**src/include/udcnt_pkg.sv**
```systemverilog
// Purpose: Shared constants and types of the up/down event counter.
// Assumes: 10 MHz system clock; one evaluation per clock edge.
// Notes:   Register offsets are byte addresses on a 32-bit Avalon-MM slave.
`default_nettype none

package udcnt_pkg;

  // Build variants of the counter
  typedef enum logic [1:0] {
    UDC_UP_ONLY,
    UDC_DOWN_ONLY,
    UDC_UP_DOWN
  } udcnt_variant_type;

  // Clock and pulse-time figures
  localparam int unsigned UDCNT_CLK_HZ        = 10_000_000;
  localparam int unsigned UDCNT_CYC_PER_MS    = UDCNT_CLK_HZ / 1000;
  localparam int unsigned UDCNT_MIN_SHORT_MS  = 100;
  localparam int unsigned UDCNT_MIN_LONG_MS   = 350;
  localparam int unsigned UDCNT_MAX_PULSE_S   = 30;
  localparam int unsigned UDCNT_MIN_SHORT_CYC = UDCNT_MIN_SHORT_MS * UDCNT_CYC_PER_MS;
  localparam int unsigned UDCNT_MIN_LONG_CYC  = UDCNT_MIN_LONG_MS * UDCNT_CYC_PER_MS;
  localparam int unsigned UDCNT_MAX_PULSE_CYC = UDCNT_MAX_PULSE_S * UDCNT_CLK_HZ;

  // Widths
  localparam int UDCNT_CNT_W  = 16;
  localparam int UDCNT_TIME_W = 32;
  localparam int UDCNT_CTRL_W = 4;

  // Register byte offsets
  localparam logic [4:0] UDCNT_OFF_CTRL   = 5'h00;
  localparam logic [4:0] UDCNT_OFF_MAX    = 5'h04;
  localparam logic [4:0] UDCNT_OFF_START  = 5'h08;
  localparam logic [4:0] UDCNT_OFF_COUNT  = 5'h0c;
  localparam logic [4:0] UDCNT_OFF_STATUS = 5'h10;

  // Control and status field positions
  localparam int UDCNT_CTRL_AUTO_WRAP   = 0;
  localparam int UDCNT_CTRL_AUTO_RELOAD = 1;
  localparam int UDCNT_CTRL_CLR_LONG    = 2;
  localparam int UDCNT_CTRL_LD_LONG     = 3;
  localparam int UDCNT_STAT_UPPER       = 0;
  localparam int UDCNT_STAT_LOWER       = 1;

  // Positions in the synchronised pin vector
  localparam int UDCNT_PIN_UP   = 0;
  localparam int UDCNT_PIN_DOWN = 1;
  localparam int UDCNT_PIN_CLR  = 2;
  localparam int UDCNT_PIN_LD   = 3;

  // Values after reset, then the constant one (UDCNT_ONE)
  localparam logic [3:0]  UDCNT_CTRL_RST  = 4'h0;
  localparam logic [15:0] UDCNT_MAX_RST   = 16'hffff;
  localparam logic [15:0] UDCNT_START_RST = 16'h0001;
  localparam logic [15:0] UDCNT_COUNT_RST = 16'h0000;
  localparam logic        UDCNT_UPPER_RST = 1'b0;
  localparam logic        UDCNT_LOWER_RST = 1'b1;
  localparam logic [15:0] UDCNT_ONE       = 16'h0001;

endpackage

`default_nettype wire

```
**src/hdl/udcnt_pulse_qual.sv**
```systemverilog
// Purpose: Qualifies a low-high-low pulse by the length of its high time.
// Assumes: i_level is already synchronised to i_clk.
// Notes:   o_valid pulses one cycle after the falling edge is seen.
`timescale 1ns/1ps
`default_nettype none

module udcnt_pulse_qual
  import udcnt_pkg::*;
#(
  parameter int TIME_W = UDCNT_TIME_W
) (
  input  wire logic              i_clk,        // System clock
  input  wire logic              i_reset_n,    // Async reset, active low
  input  wire logic              i_level,      // Synchronised pulse input
  input  wire logic [TIME_W-1:0] i_min_cycles, // Least accepted high time
  input  wire logic [TIME_W-1:0] i_max_cycles, // Longest accepted high time
  output logic                   o_valid       // One-cycle accept pulse
);

  logic [TIME_W-1:0] cnt_q;
  logic [TIME_W-1:0] cnt_d;
  logic              level_q;
  logic              valid_d;

  // High-time counter saturates so a stuck-high pin never wraps to valid
  always_comb begin
    cnt_d   = '0;
    valid_d = 1'b0;
    if (i_level) begin
      cnt_d = (cnt_q == '1) ? cnt_q : cnt_q + {{(TIME_W-1){1'b0}}, 1'b1};
    end else if (level_q) begin
      valid_d = (cnt_q >= i_min_cycles) && (cnt_q <= i_max_cycles); // RL5 RL7
    end
  end

  // State registers
  always_ff @(posedge i_clk or negedge i_reset_n) begin
    if (!i_reset_n) begin
      cnt_q   <= '0;
      level_q <= 1'b0;
      o_valid <= 1'b0;
    end else begin
      cnt_q   <= cnt_d;
      level_q <= i_level;
      o_valid <= valid_d;
    end
  end
endmodule

`default_nettype wire

```
**src/hdl/udcnt_top.sv**
```systemverilog
// Purpose: Up/down event counter with qualified clear and load pulses.
// Assumes: Pins are asynchronous; registers reached over Avalon-MM.
// Notes:   One evaluation per clock edge; count pin delay is three cycles, clear and load act four cycles after their fall.
// What this block does
// [RL1] Up rising edge adds exactly one
// [RL2] Down rising edge subtracts exactly one
// [RL3] Both edges together leave count unchanged
// [RL4] Valid clear pulse forces count to zero
// [RL5] Clear high time within minimum and 30 s
// [RL6] Valid load pulse sets count to start
// [RL7] Load high time within minimum and 30 s
// [RL8] Maximum and start kept within 1..65535
// [RL9] Auto wrap: flag one cycle, then zero
// [RL10] Manual wrap: hold flag, ignore up counts
// [RL11] Auto reload: flag one cycle, then start
// [RL12] Manual reload: hold flag, ignore down counts
// [RL13] Clear and load beat up/down counts
// [RL14] Three variants; each uses its own inputs
// [RL15] Edges and widths measured in logic cycles
`timescale 1ns/1ps
`default_nettype none

module udcnt_top
  import udcnt_pkg::*;
#(
  parameter udcnt_variant_type VARIANT       = UDC_UP_DOWN,
  parameter int unsigned       MIN_SHORT_CYC = UDCNT_MIN_SHORT_CYC,
  parameter int unsigned       MIN_LONG_CYC  = UDCNT_MIN_LONG_CYC,
  parameter int unsigned       MAX_PULSE_CYC = UDCNT_MAX_PULSE_CYC
) (
  input  wire logic        i_clk,             // 10 MHz system clock
  input  wire logic        i_reset_n,         // Async reset, active low
  input  wire logic        i_count_up,        // Count-up pin
  input  wire logic        i_count_down,      // Count-down pin
  input  wire logic        i_clear,           // Clear-to-zero pin
  input  wire logic        i_load,            // Load-start-value pin
  input  wire logic [4:0]  i_avs_address,     // Byte address
  input  wire logic        i_avs_read,        // Read request
  input  wire logic        i_avs_write,       // Write request
  input  wire logic [31:0] i_avs_writedata,   // Write data
  input  wire logic [3:0]  i_avs_byteenable,  // Write byte lanes
  output logic [31:0]      o_avs_readdata,    // Read data, registered
  output logic             o_avs_waitrequest, // Stall, registered
  output logic [15:0]      o_count,           // Internal count
  output logic             o_upper,           // Maximum reached flag
  output logic             o_lower            // Zero reached flag
);

  // Variant gating: a missing direction is simply never seen
  localparam logic UP_EN = (VARIANT != UDC_DOWN_ONLY); // RL14
  localparam logic DN_EN = (VARIANT != UDC_UP_ONLY);   // RL14

  // Address match, shared by read and write decode
  function automatic logic hit(input logic [4:0] addr, input logic [4:0] off);
    hit = (addr == off);
  endfunction

  // Byte-lane merge of write data into an old word
  function automatic logic [31:0] merge(input logic [31:0] old_w,
                                        input logic [31:0] new_w,
                                        input logic [3:0]  be);
    logic [31:0] res;
    res = old_w;
    for (int b = 0; b < 4; b++) begin
      if (be[b]) begin
        res[8*b +: 8] = new_w[8*b +: 8];
      end
    end
    merge = res;
  endfunction

  // Zero is out of range; it is stored as one
  function automatic logic [15:0] in_range(input logic [15:0] v);
    in_range = (v == '0) ? UDCNT_ONE : v; // RL8
  endfunction

  logic [3:0]  pin_vec;
  logic [3:0]  sync1_q;
  logic [3:0]  sync2_q;
  logic [3:0]  prev_q;
  logic        up_evt;
  logic        dn_evt;
  logic        clr_ok;
  logic        ld_ok;
  logic        quiet;
  logic [31:0] clr_min;
  logic [31:0] ld_min;
  logic [31:0] pulse_max;

  logic [3:0]  ctrl_q;
  logic [3:0]  ctrl_d;
  logic [15:0] max_q;
  logic [15:0] max_d;
  logic [15:0] start_q;
  logic [15:0] start_d;
  logic        wait_q;
  logic        wait_d;
  logic [31:0] rdata_d;
  logic        wr_go;
  logic [31:0] wr_word;
  logic [15:0] count_q;
  logic [15:0] count_d;
  logic        upper_q;
  logic        upper_d;
  logic        lower_q;
  logic        lower_d;
  logic        auto_wrap;
  logic        auto_reload;

  assign pin_vec = {i_load, i_clear, i_count_down, i_count_up};

  // Two-flop synchronisers, then a third stage for edge compare
  always_ff @(posedge i_clk or negedge i_reset_n) begin
    if (!i_reset_n) begin
      sync1_q <= 4'h0;
      sync2_q <= 4'h0;
      prev_q  <= 4'h0;
    end else begin
      sync1_q <= pin_vec;
      sync2_q <= sync1_q;
      prev_q  <= sync2_q;
    end
  end

  // Rising edge: now high, low one logic cycle ago
  assign up_evt = UP_EN & sync2_q[UDCNT_PIN_UP] & ~prev_q[UDCNT_PIN_UP];     // RL15
  assign dn_evt = DN_EN & sync2_q[UDCNT_PIN_DOWN] & ~prev_q[UDCNT_PIN_DOWN]; // RL15

  // Minimum high time picked per input by control bits
  assign clr_min   = ctrl_q[UDCNT_CTRL_CLR_LONG] ? MIN_LONG_CYC : MIN_SHORT_CYC; // RL5
  assign ld_min    = ctrl_q[UDCNT_CTRL_LD_LONG] ? MIN_LONG_CYC : MIN_SHORT_CYC;  // RL7
  assign pulse_max = MAX_PULSE_CYC;

  // Width qualifiers for the clear and load pins
  udcnt_pulse_qual #(
    .TIME_W       (UDCNT_TIME_W)
  ) u_clr_qual (
    .i_clk        (i_clk),
    .i_reset_n    (i_reset_n),
    .i_level      (sync2_q[UDCNT_PIN_CLR]),
    .i_min_cycles (clr_min),
    .i_max_cycles (pulse_max),
    .o_valid      (clr_ok)
  );

  udcnt_pulse_qual #(
    .TIME_W       (UDCNT_TIME_W)
  ) u_ld_qual (
    .i_clk        (i_clk),
    .i_reset_n    (i_reset_n),
    .i_level      (sync2_q[UDCNT_PIN_LD]),
    .i_min_cycles (ld_min),
    .i_max_cycles (pulse_max),
    .o_valid      (ld_ok)
  );

  assign auto_wrap   = ctrl_q[UDCNT_CTRL_AUTO_WRAP];
  assign auto_reload = ctrl_q[UDCNT_CTRL_AUTO_RELOAD];
  assign quiet       = !clr_ok && !ld_ok;

  // Bus slave: one wait cycle, then answer; write lands on the answer edge
  always_comb begin
    wait_d  = !((i_avs_read || i_avs_write) && wait_q);
    wr_go   = i_avs_write && !wait_q;
    rdata_d = o_avs_readdata;
    ctrl_d  = ctrl_q;
    max_d   = max_q;
    start_d = start_q;
    wr_word = 32'h0000_0000;
    if (i_avs_read && wait_q) begin
      rdata_d = 32'h0000_0000;
      if (hit(i_avs_address, UDCNT_OFF_CTRL)) begin
        rdata_d[3:0] = ctrl_q;
      end else if (hit(i_avs_address, UDCNT_OFF_MAX)) begin
        rdata_d[15:0] = max_q;
      end else if (hit(i_avs_address, UDCNT_OFF_START)) begin
        rdata_d[15:0] = start_q;
      end else if (hit(i_avs_address, UDCNT_OFF_COUNT)) begin
        rdata_d[15:0] = count_q;
      end else if (hit(i_avs_address, UDCNT_OFF_STATUS)) begin
        rdata_d[UDCNT_STAT_UPPER] = upper_q;
        rdata_d[UDCNT_STAT_LOWER] = lower_q;
      end
    end
    if (wr_go) begin
      if (hit(i_avs_address, UDCNT_OFF_CTRL)) begin
        wr_word = merge({28'h0000000, ctrl_q}, i_avs_writedata, i_avs_byteenable);
        ctrl_d  = wr_word[3:0];
      end else if (hit(i_avs_address, UDCNT_OFF_MAX)) begin
        wr_word = merge({16'h0000, max_q}, i_avs_writedata, i_avs_byteenable);
        max_d   = in_range(wr_word[15:0]); // RL8
      end else if (hit(i_avs_address, UDCNT_OFF_START)) begin
        wr_word = merge({16'h0000, start_q}, i_avs_writedata, i_avs_byteenable);
        start_d = in_range(wr_word[15:0]); // RL8
      end
    end
  end

  // Bus and configuration registers
  always_ff @(posedge i_clk or negedge i_reset_n) begin
    if (!i_reset_n) begin
      wait_q         <= 1'b1;
      o_avs_readdata <= 32'h0000_0000;
      ctrl_q         <= UDCNT_CTRL_RST;
      max_q          <= UDCNT_MAX_RST;
      start_q        <= UDCNT_START_RST;
    end else begin
      wait_q         <= wait_d;
      o_avs_readdata <= rdata_d;
      ctrl_q         <= ctrl_d;
      max_q          <= max_d;
      start_q        <= start_d;
    end
  end

  assign o_avs_waitrequest = wait_q;

  // Counter: clear, load, auto actions, then counts, in that priority
  always_comb begin
    count_d = count_q;
    if (clr_ok) begin
      count_d = '0; // RL4 RL13
    end else if (ld_ok) begin
      count_d = start_q; // RL6 RL13
    end else if (auto_wrap && count_q == max_q) begin
      count_d = '0; // RL9
    end else if (auto_reload && count_q == '0) begin
      count_d = start_q; // RL11
    end else if (up_evt && dn_evt) begin
      count_d = count_q; // RL3
    end else if (up_evt) begin
      if (count_q < max_q) begin
        count_d = count_q + UDCNT_ONE; // RL1 RL10
      end
    end else if (dn_evt) begin
      if (count_q != '0) begin
        count_d = count_q - UDCNT_ONE; // RL2 RL12
      end
    end
    // Flags follow the new count, so each stands while the count sits there
    upper_d = (count_d == max_q); // RL9 RL10
    lower_d = (count_d == '0);    // RL11 RL12
  end

  // Count and flag registers; zero flag starts high with the zero count
  always_ff @(posedge i_clk or negedge i_reset_n) begin
    if (!i_reset_n) begin
      count_q <= UDCNT_COUNT_RST;
      upper_q <= UDCNT_UPPER_RST;
      lower_q <= UDCNT_LOWER_RST;
    end else begin
      count_q <= count_d;
      upper_q <= upper_d;
      lower_q <= lower_d;
    end
  end

  assign o_count = count_q;
  assign o_upper = upper_q;
  assign o_lower = lower_q;
endmodule

`default_nettype wire

```
**config.mk**
```make
export PLATFORM = sky130hd
export DESIGN_NAME = udcnt_top
export DESIGN_NICKNAME = d
export VERILOG_FILES = /design/src/include/udcnt_pkg.sv /design/src/hdl/udcnt_pulse_qual.sv /design/src/hdl/udcnt_top.sv
export SDC_FILE = /design/constraint.sdc
export NUM_CORES = 1
export LEC_CHECK = 0
export ABC_AREA = 1
export BUFFER_PORTS_ARGS = -buffer_cell sky130_fd_sc_hd__buf_2
export CORE_UTILIZATION = 45
export CTS_CLUSTER_SIZE = 16
export DETAILED_ROUTE_END_ITERATION = 12
export PLACE_DENSITY = 0.63
export SYNTH_ARGS = -nofsm -noshare
export SYNTH_HDL_FRONTEND = slang
export SYNTH_SLANG_ARGS = --single-unit
```
**constraint.sdc**
```tcl
create_clock -name i_clk -period 2.15 [get_ports i_clk]
set_input_delay 0.1075 -clock i_clk [delete_from_list [all_inputs] [get_ports i_clk]]
set_output_delay 0.1075 -clock i_clk [all_outputs]
set_load 0.03 [all_outputs]
```
After elaboration in Yosys (flattened, before gate mapping)
Index checks and enable logic that the tools add are counted.

Memories: 0. Memory bits (writable): 0. Latch bits: 0. Input bits: 49. Bits in registers: 149. Memory bits (read-only): 0.

Reduce and logical (&&, ||, !) cells: 20. Shift-type cells: 0. Divide/modulo/power cells: 0. Multiplexer cells: 46. Add/sub/neg operators: 4. Multipliers: 0. Bitwise gates (word level): 6. Order comparisons: 5. Equality and inequality tests: 10.

Operators with widths (number): $mux W16 (13); $mux W8 (18); $mux W32 (4); $add A32 B1 Y32 const B (2); $eq A32 B32 Y1 const B (2); $ge A32 B22 Y1 (2); $le A32 B29 Y1 const B (2); $logic_not A16 Y1 (4); $mux W22 (2); $eq A16 B16 Y1 (2); $add A16 B1 Y16 const B (1); $lt A16 B16 Y1 (1); $reduce_bool A16 Y1 (1); $sub A16 B1 Y16 const B (1); $mux W14 (1); $mux W12 (1); $eq A5 B4 Y1 const B (2); $logic_and A1 B1 Y1 (8); $reduce_and A3 Y1 (2); $eq A5 B3 Y1 const B (1); $eq A5 B5 Y1 const B (1); $logic_not A5 Y1 (1); $mux W1 (4); $mux W2 (2); other kinds (7) (13).

Logic depth before layout (Yosys ltp)
Word-level depth: 10. Depth in mapped cells: 22. Depth with buffers taken out: 22.

Cells and area by module
From an unflattened synthesis, not the netlist that was laid out.

Cells, all modules: 1906. Area total of the unflattened synthesis: 13127.6 um^2.

By module, submodules not included: udcnt_pulse_qual (times used 2, cells an instance 546, area each 3718.6 um^2); udcnt_top (times used 1, cells an instance 814, area each 5690.5 um^2).

Worst setup path before layout
No wires, ideal clock.

Kind: register to register. Start point: register count_q[11] (netlist: o_count[11]). End point: register upper_q (netlist: o_upper). Buffers on the path: 1. Clock period less this slack: 2413 ps. Arrival: 2342 ps. Cell stages (with the launch flop): 21. Setup slack: -263 ps. Required time: 2079 ps. Cells stage by stage: dfrtp_1 -> ha_1 -> nand2_1 -> nor2_1 -> nand2_2 -> nor2_2 -> nand2_2 -> nand3_2 -> nand2_4 -> buf_6 -> nand4_1 -> nand3_1 -> nand2_1 -> nand2_1 -> nand2_2 -> nand2_1 -> nand2_1 -> nand2_1 -> nor2_1 -> nand2_1 -> nor2_1.

Longest elaborated chain between the ends: 10. Elaborated cells on any way between the ends: 18. Classes of those cells: 2 x add/sub; 1 x order compare; 2 x eq/ne; 9 x mux; 4 x reduce/logical.

Ends and longest elaborated chain: from (decl) (line udcnt_top.sv:101) `logic [15:0] count_q;`; from (signal assigned) (line udcnt_top.sv:252) `count_q <= count_d;`; $sub A16 B1 Y16 / $reduce_bool A16 Y1 (equally long branches) (line udcnt_top.sv:237, udcnt_top.sv:236); $mux W16 (line udcnt_top.sv:236) `if (count_q != '0) begin`; $mux W16 (line udcnt_top.sv:235) `end else if (dn_evt) begin`; $mux W16 (line udcnt_top.sv:231) `end else if (up_evt) begin`; $mux W16 (line udcnt_top.sv:229) `end else if (up_evt && dn_evt) begin`; $mux W16 (line udcnt_top.sv:227) `end else if (auto_reload && count_q == '0) begin`; $mux W16 (*) (line udcnt_top.sv:225) `end else if (auto_wrap && count_q == max_q) begin`; $mux W16 (*) (line udcnt_top.sv:223) `end else if (ld_ok) begin`; $mux W16 (*) (line udcnt_top.sv:221) `if (clr_ok) begin`; $eq A16 B16 Y1 (*) (line udcnt_top.sv:241) `upper_d = (count_d == max_q);`; via upper_d (line udcnt_top.sv:104) `logic upper_d;`; to (signal assigned) (line udcnt_top.sv:253) `upper_q <= upper_d;`; to (decl) (line udcnt_top.sv:103) `logic upper_q;`.

Mark *: on every way through the listed nets, which the timed path passes. The rest lies on a longest branch. A chain may end at the register's enable or synchronous reset.

Worst setup path in the final report
Start point: register max_q[6]. End point: register lower_q (netlist: o_lower).

Longest elaborated chain between the ends: 9. Elaborated cells on any way between the ends: 11. Classes of those cells: 1 x order compare; 1 x eq/ne; 7 x mux; 2 x reduce/logical.

Ends and longest elaborated chain: from (decl) (line udcnt_top.sv:92) `logic [15:0] max_q;`; from (signal assigned) (line udcnt_top.sv:211) `max_q <= max_d;`; $lt A16 B16 Y1 (line udcnt_top.sv:232) `if (count_q < max_q) begin`; $mux W16 (line udcnt_top.sv:232); $mux W16 (line udcnt_top.sv:231); $mux W16 (line udcnt_top.sv:229); $mux W16 (line udcnt_top.sv:227); $mux W16 (*) (line udcnt_top.sv:225); $mux W16 (*) (line udcnt_top.sv:223); $mux W16 (*) (line udcnt_top.sv:221); $logic_not A16 Y1 (*) (line udcnt_top.sv:242) `lower_d = (count_d == '0);`; via lower_d (line udcnt_top.sv:106) `logic lower_d;`; to (signal assigned) (line udcnt_top.sv:254) `lower_q <= lower_d;`; to (decl) (line udcnt_top.sv:105) `logic lower_q;`.

Marked as above.

==> metrics list <==
- The flow ran to the end, but the final reports show violations.
* Violated checks: setup timing
* Standby leakage power: 0.00679 uW
- Clock-pin slew was measured on the worst setup and hold paths at 0.06 ns.
* Post-DP HPWL: 24.3 mm
- Across the VDD grid, the largest voltage drop is 607 uV.
* Post-synthesis compound-gate area fraction: 15.3%
* Placeable core area: 0.0219 mm2
* Total Routing Usage GR: 29.1%
- Once the floorplan was initialized, standard cells occupied 46.1% of the core.
* Max_slew headroom: 53.4%
- Inserted Diodes: 0
- Highest-count cells in the layout ignoring fill and taps: sky130_fd_sc_hd__nand2_1 (270), sky130_fd_sc_hd__buf_4 (212), sky130_fd_sc_hd__inv_1 (182)
- Maximum count of clock buffers along a single path: 2
- After technology mapping, the gate count stands at 1,428.
- Once placement completed, the tool counted placed cells totaling 1,942.
- Post-synthesis mux area share: 1.20%
- Register area share after synthesis: 37.2%
* Achievable Freq: 365 MHz
- Cell depth of the worst setup path: 20
- Largest family of logic cells by synthesized area: simple AND/OR/NAND/NOR gates
* Leading cell type in the layout, fill and taps excluded: sky130_fd_sc_hd__nand2_1
* Number of buffers inserted by port buffering: 65
- On the final layout, the worst clock skew is 0.0147 ns.
* Total of warnings raised by yosys: 0
- The clock reaches the later pin of the worst-skew pair after 0.44 ns.
- For flop-to-flop paths, the worst setup slack is -0.59 ns.
- For the finished layout, the period the worst path requires is 2.74 ns.
- Grouping stages by cell kind, the critical path spends the most delay in simple AND/OR/NAND/NOR gates.
- After detailed routing, the number of remaining DRC violations is 0.
- Largest net degree at the start of global routing: 55
- Setup slack on the critical path of the routed design comes to -0.591 ns.
* Final Cell Area: 0.0140 mm2
* Post-synth design cell area: 0.0101 mm2
* Number of flops mapped to enable cells by yosys: 0
- Synthesized area per cell: 7.06 um2
- At the pin with the least slew margin, the transition time is 0.699 ns.
- For the worst setup path, the data arrival time is 3.09 ns.
- The tool flagged a number of max-cap violations equal to 0.
* Kind of launch point of the worst setup path: flop
- Final max-slew violation count: 0
* Post-detailed-routing wire length: 33.1 mm
- OpenSTA, run right after detailed placement, puts the worst setup slack at -0.582 ns.
- Cell with the biggest individual delay on the critical path: sky130_fd_sc_hd__dfstp_2
- Arithmetic-cell share of the synthesized area counting full adders, half adders and majority gates: 5.09%
- Crit Path Class: reg2reg
- Number of distinct standard cells referenced by the synthesized netlist: 55
* Buf+Inv Stages, Crit Path: 5
- Measured in cells, the most critical reg-to-reg path has a length of 20.
- Number of clock sinks seen by CTS: 149
- Flip-flop and latch count after synthesis: 149
- The die is 152 um tall.
- Endpoint of the worst setup timing path: o_lower$_DFF_PN1_
- In this run the worst setup path begins at max_q[6]$_DFFE_PN1P_.
- Maximum level of the CTS H-tree: 4
- Ratio of cells with drive above 1 in the final layout: 32.7%
- Endpoint kind of the worst setup timing path: flop
* Wire length of the first global-routing pass: 51.8 mm
* Die area: 0.0230 mm2
* Peak per-stage delay on the critical path: 0.53 ns
- The path class of the tightest hold or removal check is in2reg.
- Global placer's final weighted congestion: 0.959
- In this run the horizontal extent of the chip is 152 um.
- The initial antenna violation count came to 0.
- Vias: 10,900
* Count of TritonRoute iterations in the first routing pass: 5
- Of the total synthesized cell area, the portion taken by AND, OR, NAND and NOR gates is 30.3%.
- Number of vias per cell: 5.42
* RSZ-0062 raised after global routing: yes
- Of all flip-flops after synthesis, the portion carrying an async set or reset was 100%.
- Critical Path Most Common Cell: sky130_fd_sc_hd__nand2_1
* Share of the clock period used by the worst path: 127%
* Number of cells in the finished layout apart from fillers: 2,016
- Of all nets on the critical path, the largest fanout is 4.
- Number of global-route vias before repair: 10,500
- Worst r2r src: max_q[6]$_DFFE_PN1P_
- Critical Path RT: 2.50 ns
- After global routing the overflow that remains totals 0.
* ANT nets after route: 0
- The tree is rooted in a sky130_fd_sc_hd__clkbuf_16.
- Routed len/inst: 16.4 um
- In this run, the number of DRC markers left after iteration 0 of detailed routing was 770.
- Final count of hold timing violations: 0
* Synth-to-Final Area Change: 38.4%
* Reg2Reg Capture Point: o_lower$_DFF_PN1_
- TritonCTS clock tree: built
* NumNets Final: 1,813
- Predominant post-synthesis flop cell: sky130_fd_sc_hd__dfrtp_1
* Total placed instance area: 0.0123 mm2
- PD cells: 817 mW/mm2
- Setup violations remaining at the end of the flow were counted as 27.
- Row count: 54
- Buffers inserted during clock tree synthesis total 17.
- Summing the areas of all xor and xnor instances in the mapped netlist gives 0.174% of the synthesized area.
* Number of I/O pins: 100
* Crit path cell chain: inv_1, ha_1, nand2_1, inv_1, nand2_1, nand2_1, nand3_2, buf_4, nand3_4, buf_6, a21boi_4, nand3_1, nand2_1, nand2_1, nand2_1, nand2_2, nand2_2, buf_4, nand4_1, nor3_2
-- cell usage after synthesis, types with 2 or more instances --
master,number,share of area (%)
sky130_fd_sc_hd__nand2_1,312,12
sky130_fd_sc_hd__inv_1,202,7.5
sky130_fd_sc_hd__nor2_1,134,5.0
sky130_fd_sc_hd__dfrtp_1,130,32
sky130_fd_sc_hd__a21oi_1,113,5.6
sky130_fd_sc_hd__o21ai_0,98,4.9
sky130_fd_sc_hd__nand3_1,85,4.2
sky130_fd_sc_hd__nand4_1,44,2.7
sky130_fd_sc_hd__nor3_1,44,2.2
sky130_fd_sc_hd__ha_1,41,5.1
sky130_fd_sc_hd__clkbuf_1,21,0.78
sky130_fd_sc_hd__dfstp_2,19,4.9
sky130_fd_sc_hd__nor4_1,18,1.1
sky130_fd_sc_hd__buf_4,17,1.3
sky130_fd_sc_hd__o22ai_1,15,0.93
sky130_fd_sc_hd__nand2_2,13,0.81
sky130_fd_sc_hd__a31oi_1,12,0.74
sky130_fd_sc_hd__inv_2,12,0.45
sky130_fd_sc_hd__mux2i_1,11,1.1
sky130_fd_sc_hd__buf_2,10,0.50
sky130_fd_sc_hd__nor2_2,7,0.43
sky130_fd_sc_hd__o21ai_1,6,0.30
sky130_fd_sc_hd__a221oi_1,5,0.43
sky130_fd_sc_hd__o21bai_1,5,0.37
sky130_fd_sc_hd__a211oi_1,4,0.30
sky130_fd_sc_hd__o21a_1,4,0.30
sky130_fd_sc_hd__and3_1,3,0.19
sky130_fd_sc_hd__nand2_4,3,0.33
sky130_fd_sc_hd__nor2_4,3,0.33
sky130_fd_sc_hd__nor3_2,3,0.30
sky130_fd_sc_hd__a311oi_1,2,0.17
sky130_fd_sc_hd__a41oi_1,2,0.17
sky130_fd_sc_hd__clkinv_1,2,0.074
sky130_fd_sc_hd__nand3b_1,2,0.15
sky130_fd_sc_hd__o221a_2,2,0.22
sky130_fd_sc_hd__o32a_1,2,0.20
sky130_fd_sc_hd__or2_2,2,0.12
sky130_fd_sc_hd__or4_1,2,0.15
sky130_fd_sc_hd__xor2_1,2,0.17
-- registers in the layout, indices dropped and copies added (netlist names) --
signal / flops
u_ld_qual.o_valid: 1
prev_q: 2
ctrl_q: 4
u_ld_qual.cnt_q: 32
o_upper: 1
u_clr_qual.cnt_q: 32
o_avs_waitrequest: 1
start_q: 16
u_clr_qual.o_valid: 1
sync2_q: 4
o_avs_readdata: 16
u_ld_qual.level_q: 1
o_lower: 1
u_clr_qual.level_q: 1
max_q: 16
o_count: 16
sync1_q: 4
-- worst min-delay path by stage --
stage	startpoint	endpoint	slack [ns]	cells after the start
global placement	i_reset_n	o_avs_readdata[11]$_DFFE_PN0P_	0.08	1
CTS	i_avs_writedata[2]	ctrl_q[2]$_DFFE_PN0P_	0.02	3
floorplan	i_reset_n	ctrl_q[0]$_DFFE_PN0P_	-0.19	0
finish	i_avs_writedata[2]	ctrl_q[2]$_DFFE_PN0P_	0.008	3
global route	i_avs_writedata[2]	ctrl_q[2]$_DFFE_PN0P_	0.02	3
detailed placement	i_reset_n	o_avs_readdata[11]$_DFFE_PN0P_	0.08	1
-- layer usage --
layer	vias up	wire length [um]	global-route usage, %
met5	-	0	0
met3	80	1590	3.23
met1	5140	14100	36.8
met4	0	1090	13.3
li1	5329	-	-
met2	373	16400	49.7
-- worst register-to-register path, delay by kind of cell, from the launching register on --
kind	cells	cell delay, ns
fa+ha+maj	1	0.27
buf+inv	5	0.54
compound gates	1	0.16
flops	1	0.53
simple gates	13	1.17
-- cells by family after synthesis --
family / after synthesis
other: 1
AO/OA/AOI/OAI: 277
flip-flops: 149
adder cells (fa/ha/maj): 41
AND/OR/NAND/NOR: 681
multiplexers: 12
buffers and inverters: 265
XOR/XNOR: 2
-- final cells by class --
class / count / area, um2
Inverter: 216 / 813
Timing Repair Buffer: 309 / 2340
Clock buffer: 20 / 457
Clock inverter: 12 / 123
Sequential cell: 149 / 3770
Tap cell: 280 / 350
Fill cell: 1972 / 7930
Multi-Input combinational cell: 1030 / 6110
-- through the flow --
stage / hold WS, ns / util (%) / power, uW / TNS (ns)
after floorplan: -0.188 / - / 5880 / -0.423
after global placement: 0.0798 / 56.0 / 7760 / -4.43
after detailed placement: 0.0795 / 56.0 / 7840 / -4.82
after CTS: 0.0151 / 60.8 / 11200 / -3.99
after global routing: 0.0196 / 63.8 / 12100 / -10.53
final: 0.00818 / 63.8 / 11400 / -5.04
-- where the power goes --
part | switching [uW] | internal, uW
clock | 1270 | 1670
combinational | 2920 | 2080
sequential | 276 | 3190
-- repair_timing --
| action | 4_1_cts | 5_1_grt |
|---|---|---|
| gates resized for setup | 66 | 139 |
| pin swaps | 33 | 71 |
| hold endpoints to repair | 51 | 0 |
| cloned | 1 | 0 |
| hold buffers | 10 | 0 |
| setup endpoints to repair | 36 | 54 |
| buffers inserted | 11 | 23 |
Power figures use the tool's default switching activity.
